## src/pkg/pwm_comb_pkg.sv

```systemverilog
package pwm_comb_pkg;
  localparam logic [3:0] addr_comb_ctrl = 4'h0;
  localparam logic [3:0] addr_out_enable = 4'h4;
  localparam logic [3:0] addr_trig_ctrl = 4'h8;
  localparam logic [7:0] comb_ctrl_reset = 8'hc0;
  localparam logic [7:0] out_enable_reset = 8'hff;
  localparam logic [7:0] reserved_mask = 8'hc0;
  localparam logic [7:0] trig_ctrl_reset = 8'h01;
  localparam int mode_lsb = 4;
  localparam int trig_disable_bit = 0;
  typedef enum logic [1:0] {
    mode_normal0 = 2'b00,
    mode_normal1 = 2'b01,
    mode_complementary = 2'b10,
    mode_reset_sync = 2'b11
  } comb_mode_e;
endpackage : pwm_comb_pkg

```

## src/pkg/pwm_route_if.sv

```systemverilog
`timescale 1ns/1ps
interface pwm_route_if;
  logic combined;
  logic [5:0] enable;
  logic [5:0] timer_out;
  logic [5:0] timer_oe;
  logic [5:0] pin_o;
  logic [5:0] pin_oe_n;
  modport ctrl (output combined, output enable, output timer_out, output timer_oe,
                input pin_o, input pin_oe_n);
  modport route (input combined, input enable, input timer_out, input timer_oe,
                 output pin_o, output pin_oe_n);
endinterface : pwm_route_if

```

## src/hdl/pin_route.sv

```systemverilog
`timescale 1ns/1ps
module pin_route (
  pwm_route_if.route rt
);
  genvar g;
  generate
    for (g = 0; g < 6; g++) begin : g_pin
      // Disabled pin releases to generic I/O
      assign rt.pin_o[g] = rt.enable[g] & rt.timer_out[g];
      assign rt.pin_oe_n[g] = ~(rt.enable[g] & rt.timer_oe[g]);
    end
  endgenerate
endmodule : pin_route

```

## src/hdl/pwm_comb_ctrl.sv

```systemverilog
`timescale 1ns/1ps
module pwm_comb_ctrl
  import pwm_comb_pkg::*;
(
  input wire logic clk_i,
  input wire logic rst_i,
  input wire logic standby_i,
  input wire logic cyc_i,
  input wire logic stb_i,
  input wire logic we_i,
  input wire logic [3:0] adr_i,
  input wire logic [3:0] sel_i,
  input wire logic [31:0] dat_i,
  output logic [31:0] dat_o,
  output logic ack_o,
  input wire logic ch1_capture_a_i,
  input wire logic ch3_pwm_select_i,
  input wire logic ch4_pwm_select_i,
  input wire logic ch3_sync_select_i,
  input wire logic ch4_sync_select_i,
  input wire logic [5:0] timer_out_i,
  input wire logic [5:0] timer_oe_i,
  output logic [1:0] comb_mode_o,
  output logic ch3_pwm_eff_o,
  output logic ch4_pwm_eff_o,
  output logic ch3_sync_eff_o,
  output logic ch4_sync_eff_o,
  output logic [3:0] buffer_select_o,
  output logic [5:0] pin_o,
  output logic [5:0] pin_oe_n_o
);
  typedef struct packed {
    logic [5:0] comb;
    logic [5:0] enable;
    logic trig_disable;
    logic ack;
    logic [31:0] rdata;
  } state_s;

  state_s st;
  state_s next_st;
  logic req;
  logic wr;
  logic combined;
  logic [7:0] comb_rd;
  logic [7:0] en_rd;
  pwm_route_if rt ();

  assign req = cyc_i & stb_i & ~st.ack;
  assign wr = req & we_i & sel_i[0];
  assign comb_rd = reserved_mask | {2'b00, st.comb};
  assign en_rd = reserved_mask | {2'b00, st.enable};
  assign combined = st.comb[mode_lsb+1];

  always_comb begin
    next_st = st;
    next_st.ack = req;
    next_st.rdata = 32'h0000_0000;
    if (req && !we_i) begin
      unique case (adr_i)
        addr_comb_ctrl: next_st.rdata = {24'h00_0000, comb_rd};
        addr_out_enable: next_st.rdata = {24'h00_0000, en_rd};
        addr_trig_ctrl: next_st.rdata = {31'h0000_0000, st.trig_disable};
        default: next_st.rdata = 32'h0000_0000;
      endcase
    end
    if (wr) begin
      unique case (adr_i)
        addr_comb_ctrl: next_st.comb = dat_i[5:0];
        addr_out_enable: next_st.enable = dat_i[5:0];
        addr_trig_ctrl: next_st.trig_disable = dat_i[trig_disable_bit];
        default: next_st.comb = st.comb;
      endcase
    end
    // Hardware clear wins over a software write in the same cycle
    if (ch1_capture_a_i && !st.trig_disable && combined) begin
      next_st.enable = 6'h00;
    end
    if (standby_i) begin
      next_st.comb = comb_ctrl_reset[5:0];
      next_st.enable = out_enable_reset[5:0];
      next_st.trig_disable = trig_ctrl_reset[0];
    end
  end

  always_ff @(posedge clk_i) begin
    if (rst_i) begin
      st <= '0;
      st.comb <= comb_ctrl_reset[5:0];
      st.enable <= out_enable_reset[5:0];
      st.trig_disable <= trig_ctrl_reset[0];
    end else begin
      st <= next_st;
    end
  end

  assign ack_o = st.ack;
  assign dat_o = st.rdata;
  assign comb_mode_o = st.comb[5:4];
  assign buffer_select_o = st.comb[3:0];
  assign ch3_pwm_eff_o = ch3_pwm_select_i & ~combined;
  assign ch4_pwm_eff_o = ch4_pwm_select_i & ~combined;
  assign ch3_sync_eff_o = ch3_sync_select_i;
  assign ch4_sync_eff_o = ch4_sync_select_i;

  assign rt.combined = combined;
  assign rt.enable = st.enable;
  assign rt.timer_out = timer_out_i;
  // Complementary pins only drive in combined modes
  assign rt.timer_oe = {timer_oe_i[5:4] & {2{combined}}, timer_oe_i[3:0]};
  assign pin_o = rt.pin_o;
  assign pin_oe_n_o = rt.pin_oe_n;

  pin_route u_route (
    .rt(rt.route)
  );

  reset_value_a: assert property (@(posedge clk_i) rst_i |=> comb_rd == 8'hc0 && en_rd == 8'hff)
    else $error("reset values wrong");
  reserved_ones_a: assert property (@(posedge clk_i) disable iff (rst_i)
    comb_rd[7:6] == 2'b11 && en_rd[7:6] == 2'b11) else $error("reserved bits not one");
  standby_init_a: assert property (@(posedge clk_i) disable iff (rst_i)
    standby_i |=> st.comb == 6'h00 && st.enable == 6'h3f) else $error("standby init");
  pwm_ignore_a: assert property (@(posedge clk_i) disable iff (rst_i)
    comb_mode_o[1] |-> !ch3_pwm_eff_o && !ch4_pwm_eff_o) else $error("pwm not ignored");
  sync_kept_a: assert property (@(posedge clk_i) disable iff (rst_i)
    ch3_sync_eff_o == ch3_sync_select_i) else $error("sync lost");
  trig_clear_a: assert property (@(posedge clk_i) disable iff (rst_i)
    ch1_capture_a_i && !st.trig_disable && combined && !standby_i |=> st.enable == 6'h00)
    else $error("trigger did not clear");
  trig_normal_a: assert property (@(posedge clk_i) disable iff (rst_i)
    !combined && !wr && !standby_i |=> st.enable == $past(st.enable))
    else $error("enable changed in normal");
  pin_off_a: assert property (@(posedge clk_i) disable iff (rst_i)
    !st.enable[3] |-> pin_oe_n_o[3]) else $error("disabled pin driven");
  buf_write_a: assert property (@(posedge clk_i) disable iff (rst_i)
    wr && adr_i == addr_comb_ctrl && !standby_i |=> buffer_select_o == $past(dat_i[3:0]))
    else $error("buffer select not written");
  ack_once_a: assert property (@(posedge clk_i) disable iff (rst_i)
    ack_o |=> !ack_o) else $error("ack held");
endmodule : pwm_comb_ctrl

```

## config.mk

```make
export PLATFORM = sky130hd
export DESIGN_NAME = pwm_comb_ctrl
export DESIGN_NICKNAME = d
export VERILOG_FILES = /design/src/pkg/pwm_comb_pkg.sv /design/src/pkg/pwm_route_if.sv /design/src/hdl/pin_route.sv /design/src/hdl/pwm_comb_ctrl.sv
export SDC_FILE = /design/constraint.sdc
export NUM_CORES = 1
export LEC_CHECK = 0
export BUFFER_PORTS_ARGS = -buffer_cell sky130_fd_sc_hd__clkbuf_2
export CAP_MARGIN = 20
export CORE_ASPECT_RATIO = 0.8
export CORE_MARGIN = 5
export CORE_UTILIZATION = 27
export CTS_BUF_LIST = sky130_fd_sc_hd__clkbuf_2
export CTS_CLUSTER_SIZE = 20
export DETAILED_ROUTE_END_ITERATION = 7
export GPL_TIMING_DRIVEN = 0
export SYNTH_ARGS = -nofsm -noshare
export SYNTH_HDL_FRONTEND = slang
export SYNTH_SLANG_ARGS = --single-unit
```

## constraint.sdc

```tcl
create_clock -name clk_i -period 3.7 [get_ports clk_i]
set_input_delay 0.74 -clock clk_i [delete_from_list [all_inputs] [get_ports clk_i]]
set_output_delay 0.74 -clock clk_i [all_outputs]
set_load 0.02 [all_outputs]
```

==> results by stage, run 1 <==
Worst hold path:
- Along the worst hold path, the cell count comes to 2.
- The min-delay analysis places its worst path in the category reg2reg.
- The path with the worst hold slack has its endpoint at buffer_select_o[2].
- The startpoint of the worst hold path is buffer_select_o[2].

Drt:
- The via count of the routed design is 1212.
- Dividing the detail-routed wire length by the instance count gives 11.2 microns.
- Summed over all layers, the routed wires come to 3270 microns.
- The DRC violation count after routing is 0.
- Once detail routing completed, the nets flagged for antenna violations numbered 0.
- After the first detailed-routing iteration, the DRC count stood at 54.
- Dividing the detail-routed via count by the number of cells gives 4.14.
- The number of iterations in the first detailed-routing pass is 4.

Setup path:
- STA classifies the critical path endpoint as an output pin.
- The type of the worst setup path is reg2out.
- The data arrival at the endpoint of the critical path is 1150 ps.
- In this run the register-to-register setup slack is 2300 ps.
- Along the worst path, the maximum fanout reaches 8.
- Traced cell by cell, the critical path runs through buf_4 > clkbuf_2.
- The cell at the slowest stage of the critical path is sky130_fd_sc_hd__dfxtp_1.
- The worst register-to-register path ends at rt.enable[4].
- The number of cells on the worst reg-to-reg path is 4.
- The startpoint class of the critical path is a flop.
- The required time at the endpoint of the critical path is 2960 ps.
- The source of the worst register-to-register timing path is ack_o.
- The buffer and inverter count on the worst path is 2.
- The delay of the slowest cell on the worst path is 520 ps.
- The cell family contributing the most delay on the critical path is flip-flops.

Floorplan:
- Measured along the y axis, the die boundary spans 72.4 microns.
- The starting utilization of the core area is 0.283.
- From left edge to right edge, the die measures 88.0 microns.
- The area of the core is 4650 sq um.
- During I/O placement, the number of pins put on the boundary was 118.
- The die covers 6370 sq um.
- The floorplan has 22 rows.

Power and ir drop:
- The share of total power dissipated in the clock network is 0.227.
- The share of total power dissipated in combinational logic is 0.255.
- The design internal power is 305 uW.
- The power density normalized to cell area is 244 nW/um^2.
- Summed over all cells, the static leakage comes to 0.000959 uW.
- Of the total power, the share spent switching nets is 0.308.
- The worst-case IR drop observed on VDD is 0.000104 V.
- The net load switching power is 136 uW.
- The share of total power dissipated in sequential elements is 0.518.

Clock tree:
- The root buffer cell is sky130_fd_sc_hd__clkbuf_2.
- The total setup buffers inserted after CTS is 0.
- The total of hold buffers inserted after clock tree synthesis is 0.
- The clock tree from TritonCTS is built.
- TritonCTS created 3 clock buffers.
- The clock passes through at most 2 buffers.
- CTS built an H-tree with a depth of 1.
- Clock-pin slew was measured on the worst setup and hold paths at 210 ps.
- The clock net in this run drives a total of 21 sinks.
- The clock reaches the later pin of the worst-skew pair after 330 ps.
- The post-cts sizing count is 0.

Global routing:
- After global routing the overflow that remains totals 0.
- The initial antenna violation count is 0.
- The via count of the first global-routing pass came to 1076.
- Across every metal layer, demand over resource in global routing totals 0.101.
- The first-pass GRT wire length is 5070 microns.
- The pin count of the biggest net entering global routing is 12.

Placement:
- The final weighted congestion in routability-driven placement is 0.760.
- The total cell area at the placement stage is 1780 sq um.
- The half-perimeter wire length after detailed placement is 2610 microns.
- The post-placement setup slack is 1820 ps.
- The number of port buffers is 61.

Synthesis:
- After synthesis, the share of cell area in mux cells is 0.0457.
- In this run the cell area of the synthesized design comes to 1320 sq um.
- In this run, synthesis produced a sequential element count of 21.
- Of the total synthesized cell area, the portion taken by XOR and XNOR cells is 0.
- Counting flops with a built-in enable in the synthesized netlist gives 0.
- The per-instance average area after synthesis is 9.07 sq um.
- Of the total synthesized cell area, the portion taken by AND, OR, NAND and NOR gates is 0.221.
- The number of unique standard cell types used by synthesis is 33.
- The most used flip-flop cell after synthesis is sky130_fd_sc_hd__dfxtp_1.
- Of the total synthesized cell area, the portion taken by full adders, half adders and majority gates is 0.
- The total of warnings raised by yosys is 0.
- The complex-gate fraction of the synthesized area is 0.134.
- The share of flip-flops with an asynchronous set or reset is 0.
- The combinational family with the most area after synthesis is buffers and inverters.
- After technology mapping, the gate count stands at 145.
- Of the synthesized area, sequential elements account for 0.320.

STA:
- The peak clock frequency supported by timing is 530 MHz.
- For the final database, setup skew stands at 15.2 ps.
- The share of the clock period used by the worst path is 0.510.
- The final hold violation count is 0.
- The setup TNS is 0 ps.
- The number of failing setup endpoints in the final timing report is 0.
- The number of pins exceeding their max-slew limit in the final report is 0.
- The final worst setup slack is 1810 ps.
- The post-layout minimum cycle time is 1890 ps.
- Setup repair after global routing left no endpoint under its margin.

Outcome:
- The run finished with clean final reports.

Layout:
- The area taken by flip-flops and latches is 420 sq um.
- The antenna cell count is 0.
- The final layout contains 297 nets.
- Counting the fill cells in the layout gives 465.
- The layout overhead on the synthesized area is 37.0%.
- In the final layout, the share of cells above drive strength 1 is 0.498.
- The multi-input combinational cells in the finished layout cover a total of 617 sq um.
- The finished cells cover 1800 sq um.

Flow run:
- The count of maximum capacitance violations is 0.
per-layer routing:
| layer | share of wire | global-route usage | vias to the layer above |
|---|---|---|---|
| met5 | 0 | 0 | - |
| li1 | - | - | 623 |
| met3 | 0.12 | 0.0363 | 2 |
| met2 | 0.43 | 0.146 | 65 |
| met4 | 0.011 | 0.0252 | 0 |
| met1 | 0.44 | 0.142 | 522 |
synth_stat cells (3+ instances only):
cell / n / area (sq um)
sky130_fd_sc_hd__a21oi_1: 6 / 30.0
sky130_fd_sc_hd__mux2i_1: 6 / 60.1
sky130_fd_sc_hd__a221o_1: 5 / 50.1
sky130_fd_sc_hd__o31ai_1: 7 / 52.6
sky130_fd_sc_hd__and2_1: 6 / 37.5
sky130_fd_sc_hd__nor2b_1: 3 / 18.8
sky130_fd_sc_hd__dfxtp_1: 21 / 420
sky130_fd_sc_hd__inv_1: 3 / 11.3
sky130_fd_sc_hd__buf_2: 3 / 15.0
sky130_fd_sc_hd__buf_4: 41 / 308
sky130_fd_sc_hd__nand2_1: 6 / 22.5
sky130_fd_sc_hd__nand4_1: 7 / 43.8
sky130_fd_sc_hd__nor2_1: 6 / 22.5
through the flow:
| step | utilization | hold WS [ps] | total power (uW) | std cells |
|---|---|---|---|---|
| 2_1_floorplan | - | 461 | 313 | 168 |
| 3_3_place_gp | 0.383 | 477 | 343 | 289 |
| 3_5_place_dp | 0.383 | 482 | 344 | 289 |
| 4_1_cts | 0.387 | 508 | 442 | 293 |
| 5_1_grt | 0.387 | 537 | 462 | 293 |
| 6_report | 0.387 | 506 | 440 | 293 |
worst register-to-register path, delay by kind of cell, from the launching register on:
| family | cells | cell delay (ps) |
|---|---|---|
| buf+inv | 1 | 160 |
| flops | 1 | 370 |
| simple gates | 2 | 610 |
| compound gates | 1 | 210 |
cells by family after synthesis:
kind of cell | Yosys count
multiplexers | 6
AO/OA/AOI/OAI | 22
flip-flops | 21
buffers and inverters | 51
other | 1
AND/OR/NAND/NOR | 44
layout by cell type, fill, tap and decap left out, types with 2 or more instances in the layout:
master / n
sky130_fd_sc_hd__nor2_1: 6
sky130_fd_sc_hd__buf_6: 2
sky130_fd_sc_hd__a21oi_1: 6
sky130_fd_sc_hd__nor2b_1: 3
sky130_fd_sc_hd__clkbuf_2: 65
sky130_fd_sc_hd__nand3_1: 2
sky130_fd_sc_hd__and4bb_1: 2
sky130_fd_sc_hd__nand2_1: 6
sky130_fd_sc_hd__nand4bb_1: 2
sky130_fd_sc_hd__o31ai_1: 7
sky130_fd_sc_hd__dfxtp_1: 21
sky130_fd_sc_hd__conb_1: 24
sky130_fd_sc_hd__mux2i_1: 6
sky130_fd_sc_hd__nor4_1: 2
sky130_fd_sc_hd__buf_2: 3
sky130_fd_sc_hd__nand4_1: 7
sky130_fd_sc_hd__buf_4: 41
sky130_fd_sc_hd__a221o_1: 5
sky130_fd_sc_hd__inv_1: 3
sky130_fd_sc_hd__and2_1: 6
final cells by class:
class | count | share of cell area
well taps | 60 | 0.0417
multi-input cells | 96 | 0.342
inverters | 4 | 0.00833
plain buffers | 47 | 0.194
clock buffers | 4 | 0.0111
repair buffers | 61 | 0.169
flip-flops and latches | 21 | 0.233
worst max-delay path by stage:
stage | start | to | slack (ps) | cells past startpoint
finish | comb_mode_o[1] | comb_mode_o[1] | 1810 | 2
detailed placement | adr_i[3] | rt.enable[4] | 1820 | 5
CTS | comb_mode_o[1] | comb_mode_o[1] | 1800 | 2
global placement | adr_i[3] | rt.enable[3] | 1810 | 5
floorplan | ch3_pwm_select_i | ch3_pwm_eff_o | 1890 | 1
global route | comb_mode_o[1] | comb_mode_o[1] | 1720 | 2
registers in the layout, indices dropped and copies added, names as in the netlist:
name and cells:
rt.enable 6, st 1, dat_o 7, buffer_select_o 4
comb_mode_o 2, ack_o 1
power by group through the flow:
stage	combinational (uW)	sequential, uW	clock, uW
after detailed placement	112	233	0
after global routing	123	228	111
after global placement	111	233	0
after CTS	112	228	102
final	112	228	100
after floorplan	79.9	233	0
(Power assumes the default switching activity.)
==> inputs of run 2 (changes only) <==
--- a/config.mk
+++ b/config.mk
@@ -5,6 +5,7 @@
 export SDC_FILE = /design/constraint.sdc
 export NUM_CORES = 1
 export LEC_CHECK = 0
+export ABC_AREA = 1
 export BUFFER_PORTS_ARGS = -buffer_cell sky130_fd_sc_hd__clkbuf_2
 export CAP_MARGIN = 20
 export CORE_ASPECT_RATIO = 0.8
==> constraint.sdc (replaced) <==
create_clock -name clk_i -period 1.7 [get_ports clk_i]
set_input_delay 0.34 -clock clk_i [delete_from_list [all_inputs] [get_ports clk_i]]
set_output_delay 0.34 -clock clk_i [all_outputs]
set_load 0.02 [all_outputs]
==> run 2 against run 1 <==
  * Synthesized area up 6.5%
  * Combinational power up 120%
  * Critical path depth did not move
  * Clock skew fell by 2.3 ps
  * Worst setup slack worse by 1600 ps
  * Sequential power rose by 120%
  * Final area rose by 5.1%
  * Cell count is 23% higher
  * Non-clock buffer count decreased by 4
  * Largest cell class is now multi-input gates
==> results by stage, run 2 <==
Outcome:
- Result of the run: complete, no violations (unchanged).

Floorplan:
- The area of the core is 5010 sq um (was 4650 sq um).
- The die area came to 6730 sq um (was 6370 sq um).
- The chip height is 74.4 microns (was 72.4 microns).
- The site row count is 23 (was 22).
- The top-level I/O count was 118 (unchanged).
- The overall die width is 90.5 microns (was 88.0 microns).
- The starting utilization of the core area came to 0.280 (was 0.283).

Global routing:
- The global-route usage over all layers is 0.0917 (was 0.101).
- The global-route track usage on met3 is 0.0344 (was 0.0363).
- The met2 usage is 0.147 (was 0.146).
- The first-pass GRT wire length is 5080 microns (was 5070 microns).
- The via count of the first global-routing pass is 1202 (was 1076).
- The remaining global-route overflow came to 0 (unchanged).
- The pin count of the biggest net entering global routing is 13 (was 12).
- The global-route track usage on met1 is 0.115 (was 0.142).
- The initial antenna violation count came to 0 (unchanged).
- The most congested layer reported by global routing is met2 (unchanged).

Clock tree:
- The clock tree from TritonCTS is built (unchanged).
- The total of hold buffers inserted after clock tree synthesis is 0 (unchanged).
- The maximum clock path buffer count came to 2 (unchanged).
- The H-tree depth is 1 (unchanged).
- The number of clock sinks came to 21 (unchanged).
- The insertion delay to the later sink of the worst-skew pair was 320 ps (was 330 ps).
- The number of CTS-inserted buffers was 3 (unchanged).
- The total setup buffers inserted after CTS is 0 (unchanged).
- The root buffer cell is sky130_fd_sc_hd__clkbuf_2 (unchanged).
- The clock-pin slew on the worst setup and hold paths is 200 ps (was 210 ps).
- The post-cts sizing count is 0 (unchanged).

Drt:
- The via-per-instance ratio came to 3.67 (was 4.14).
- The number of DRC markers in iteration 0 is 47 (was 54).
- The number of iterations in the first detailed-routing pass is 4 (unchanged).
- The total wirelength of the detailed-routed design is 3200 microns (was 3270 microns).
- The post-detailed-route count of antenna-violating nets was 0 (unchanged).
- The wire length per cell came to 8.89 microns (was 11.2 microns).
- The DRC violation count after routing is 0 (unchanged).
- The via count of the routed design is 1320 (was 1212).

STA:
- The number of pins exceeding their max-slew limit in the final report came to 0 (unchanged).
- The number of failing setup endpoints in the final timing report is 0 (unchanged).
- The setup TNS is 0 ps (unchanged).
- RSZ-0062 raised after global routing: false (unchanged).
- The final hold violation count is 0 (unchanged).
- The post-layout minimum cycle time is 1510 ps.
- The minimum hold slack was 180 ps (was 506 ps).
- The worst clock skew on the final layout came to 12.9 ps (was 15.2 ps).
- Timing would allow up to 660 MHz.
- The share of the clock period used by the worst path is 0.891.

Layout:
- The antenna cell count is 0 (unchanged).
- The most common cell after layout, fill and taps aside is sky130_fd_sc_hd__clkbuf_2 (unchanged).
- Most frequent cells in the layout: sky130_fd_sc_hd__clkbuf_2, sky130_fd_sc_hd__nand2_1, sky130_fd_sc_hd__buf_4 (was sky130_fd_sc_hd__clkbuf_2, sky130_fd_sc_hd__buf_4, sky130_fd_sc_hd__conb_1).
- The layout overhead on the synthesized area is 35.3% (was 37.0%).
- The total number of nets in the final design is 362 (was 297).
- The final-layout fill cell count is 568 (was 465).
- The number of flip-flops under the largest register name is 7 (unchanged).
- The fraction of final layout cells sized beyond drive strength 1 is 0.430 (was 0.498).

Synthesis:
- Main area contributors after synthesis: sky130_fd_sc_hd__dfxtp_1, sky130_fd_sc_hd__buf_4, sky130_fd_sc_hd__nand2_1, sky130_fd_sc_hd__nor2_1, sky130_fd_sc_hd__nand3_1 (was sky130_fd_sc_hd__dfxtp_1, sky130_fd_sc_hd__buf_4, sky130_fd_sc_hd__mux2i_1, sky130_fd_sc_hd__o31ai_1, sky130_fd_sc_hd__a221o_1).
- The number of enable flip-flop cells after synthesis is 0 (unchanged).
- The library cell with the highest instance count after synthesis is sky130_fd_sc_hd__nand2_1 (was sky130_fd_sc_hd__buf_4).
- The per-instance average area after synthesis is 6.70 sq um (was 9.07 sq um).
- The total of warnings raised by yosys came to 0 (unchanged).
- Most frequent cells after synthesis: sky130_fd_sc_hd__nand2_1, sky130_fd_sc_hd__buf_4, sky130_fd_sc_hd__nor2_1 (was sky130_fd_sc_hd__buf_4, sky130_fd_sc_hd__dfxtp_1, sky130_fd_sc_hd__nand4_1, sky130_fd_sc_hd__o31ai_1).
- The post-synthesis cell count is 209 (was 145).
- The summed instance area of the synthesized netlist is 1400 sq um (was 1320 sq um).
- The cell type contributing the most total cell area after synthesis was sky130_fd_sc_hd__dfxtp_1 (unchanged).
- The number of unique standard cell types used by synthesis is 20 (was 33).
- The proportion of synthesized chip area in sequential cells is 0.300 (was 0.320).
- The share of flip-flops with an asynchronous set or reset is 0 (unchanged).
- The area share of the largest cell type after synthesis came to 0.300 (was 0.320).
- The main flop type after synthesis is sky130_fd_sc_hd__dfxtp_1 (unchanged).
- The register bit count reported by yosys came to 21 (unchanged).

Setup path:
- The data arrival at the endpoint of the critical path was 1170 ps (was 1150 ps).
- The startpoint class of the critical path is a flop (unchanged).
- The kind of end point of the critical path is an output pin (unchanged).
- The worst-path maximum fanout was 8 (unchanged).
- The type of the worst setup path is reg2out (unchanged).
- The required time at the endpoint of the critical path is 1360 ps (was 2960 ps).

Power and ir drop:
- The leakage power total is 0.00111 uW (was 0.000959 uW).
- The power density normalized to cell area was 499 nW/um^2 (was 244 nW/um^2).
- The largest voltage drop on the vdd net is 0.000188 V (was 0.000104 V).

Flow run:
- The count of maximum capacitance violations came to 0 (unchanged).

Placement:
- The half-perimeter wire length after detailed placement was 2810 microns (was 2610 microns).
- The number of port buffers is 62 (was 61).
- The final weighted congestion in routability-driven placement is 0.714 (was 0.760).

Worst hold path:
- The worst min-delay path class is in2reg (was reg2reg).
run 2: cell count changes after synthesis, sizes merged, moves of 7 or more:
cell / before / now
inv: 4 / 27
nand2: 6 / 48
nand3: 2 / 26
nand4: 7 / 0
nor2: 6 / 40
o31ai: 7 / 0
run 2: logic make-up after synthesis:
| group | after synthesis | synth area share |
|---|---|---|
| buffers and inverters | 69 | 0.298 |
| other | 1 | 0.00268 |
| and+or+nand+nor | 116 | 0.389 |
| AOI/OAI and AO/OA | 2 | 0.00983 |
| DFF | 21 | 0.300 |
run 2: area by class of cell:
class / instances / area (sq um) / share of cell area
multi-input cells: 142 / 648 / 0.342
clock inverters: 1 / 5.00 / 0.00264
repair buffers: 62 / 310 / 0.164
flip-flops and latches: 21 / 420 / 0.222
well taps: 62 / 77.6 / 0.0410
clock buffers: 3 / 15.0 / 0.00793
inverters: 27 / 101 / 0.0535
plain buffers: 42 / 317 / 0.167
run 2: routing by layer:
layer / vias up / wire length [microns]
met5: - / 0
met2: 41 / 1500
met3: 2 / 242
met4: 0 / 19
li1: 748 / -
met1: 529 / 1440
run 2: path summary, 6_finish.rpt:
path | slack [ps] | start | to | cells after the start
setup / recovery | 190 | comb_mode_o[1] | comb_mode_o[1] | 2
hold / removal | 180 | rst_i | ack_o | 2
setup reg to reg | 550 | ack_o | rt.enable[2] | 6
hold reg to reg | 490 | st[33] | st[33] | 2
run 2: worst max-delay path, stage by stage, from the launching register on:
cell                       delay [ps]
sky130_fd_sc_hd__dfxtp_1          550
sky130_fd_sc_hd__buf_4            170
sky130_fd_sc_hd__clkbuf_2         150
run 2: metrics by stage:
step / setup WS, ps / cell area [sq um] / power, uW / util / cells
4_1_cts: 155 / 1890 / 956 / 0.378 / 360
2_1_floorplan: 611 / 1490 / 684 / - / 232
6_report: 186 / 1890 / 945 / 0.378 / 360
3_5_place_dp: 452 / 1870 / 751 / 0.374 / 356
5_1_grt: 64.7 / 1890 / 1000 / 0.378 / 360
3_3_place_gp: 463 / 1870 / 749 / 0.374 / 356
run 2: power by group:
part | internal, uW | switching (uW) | total [uW]
registers | 495 | 1.19 | 496
logic | 101 | 147 | 247
clock network | 53.4 | 149 | 202
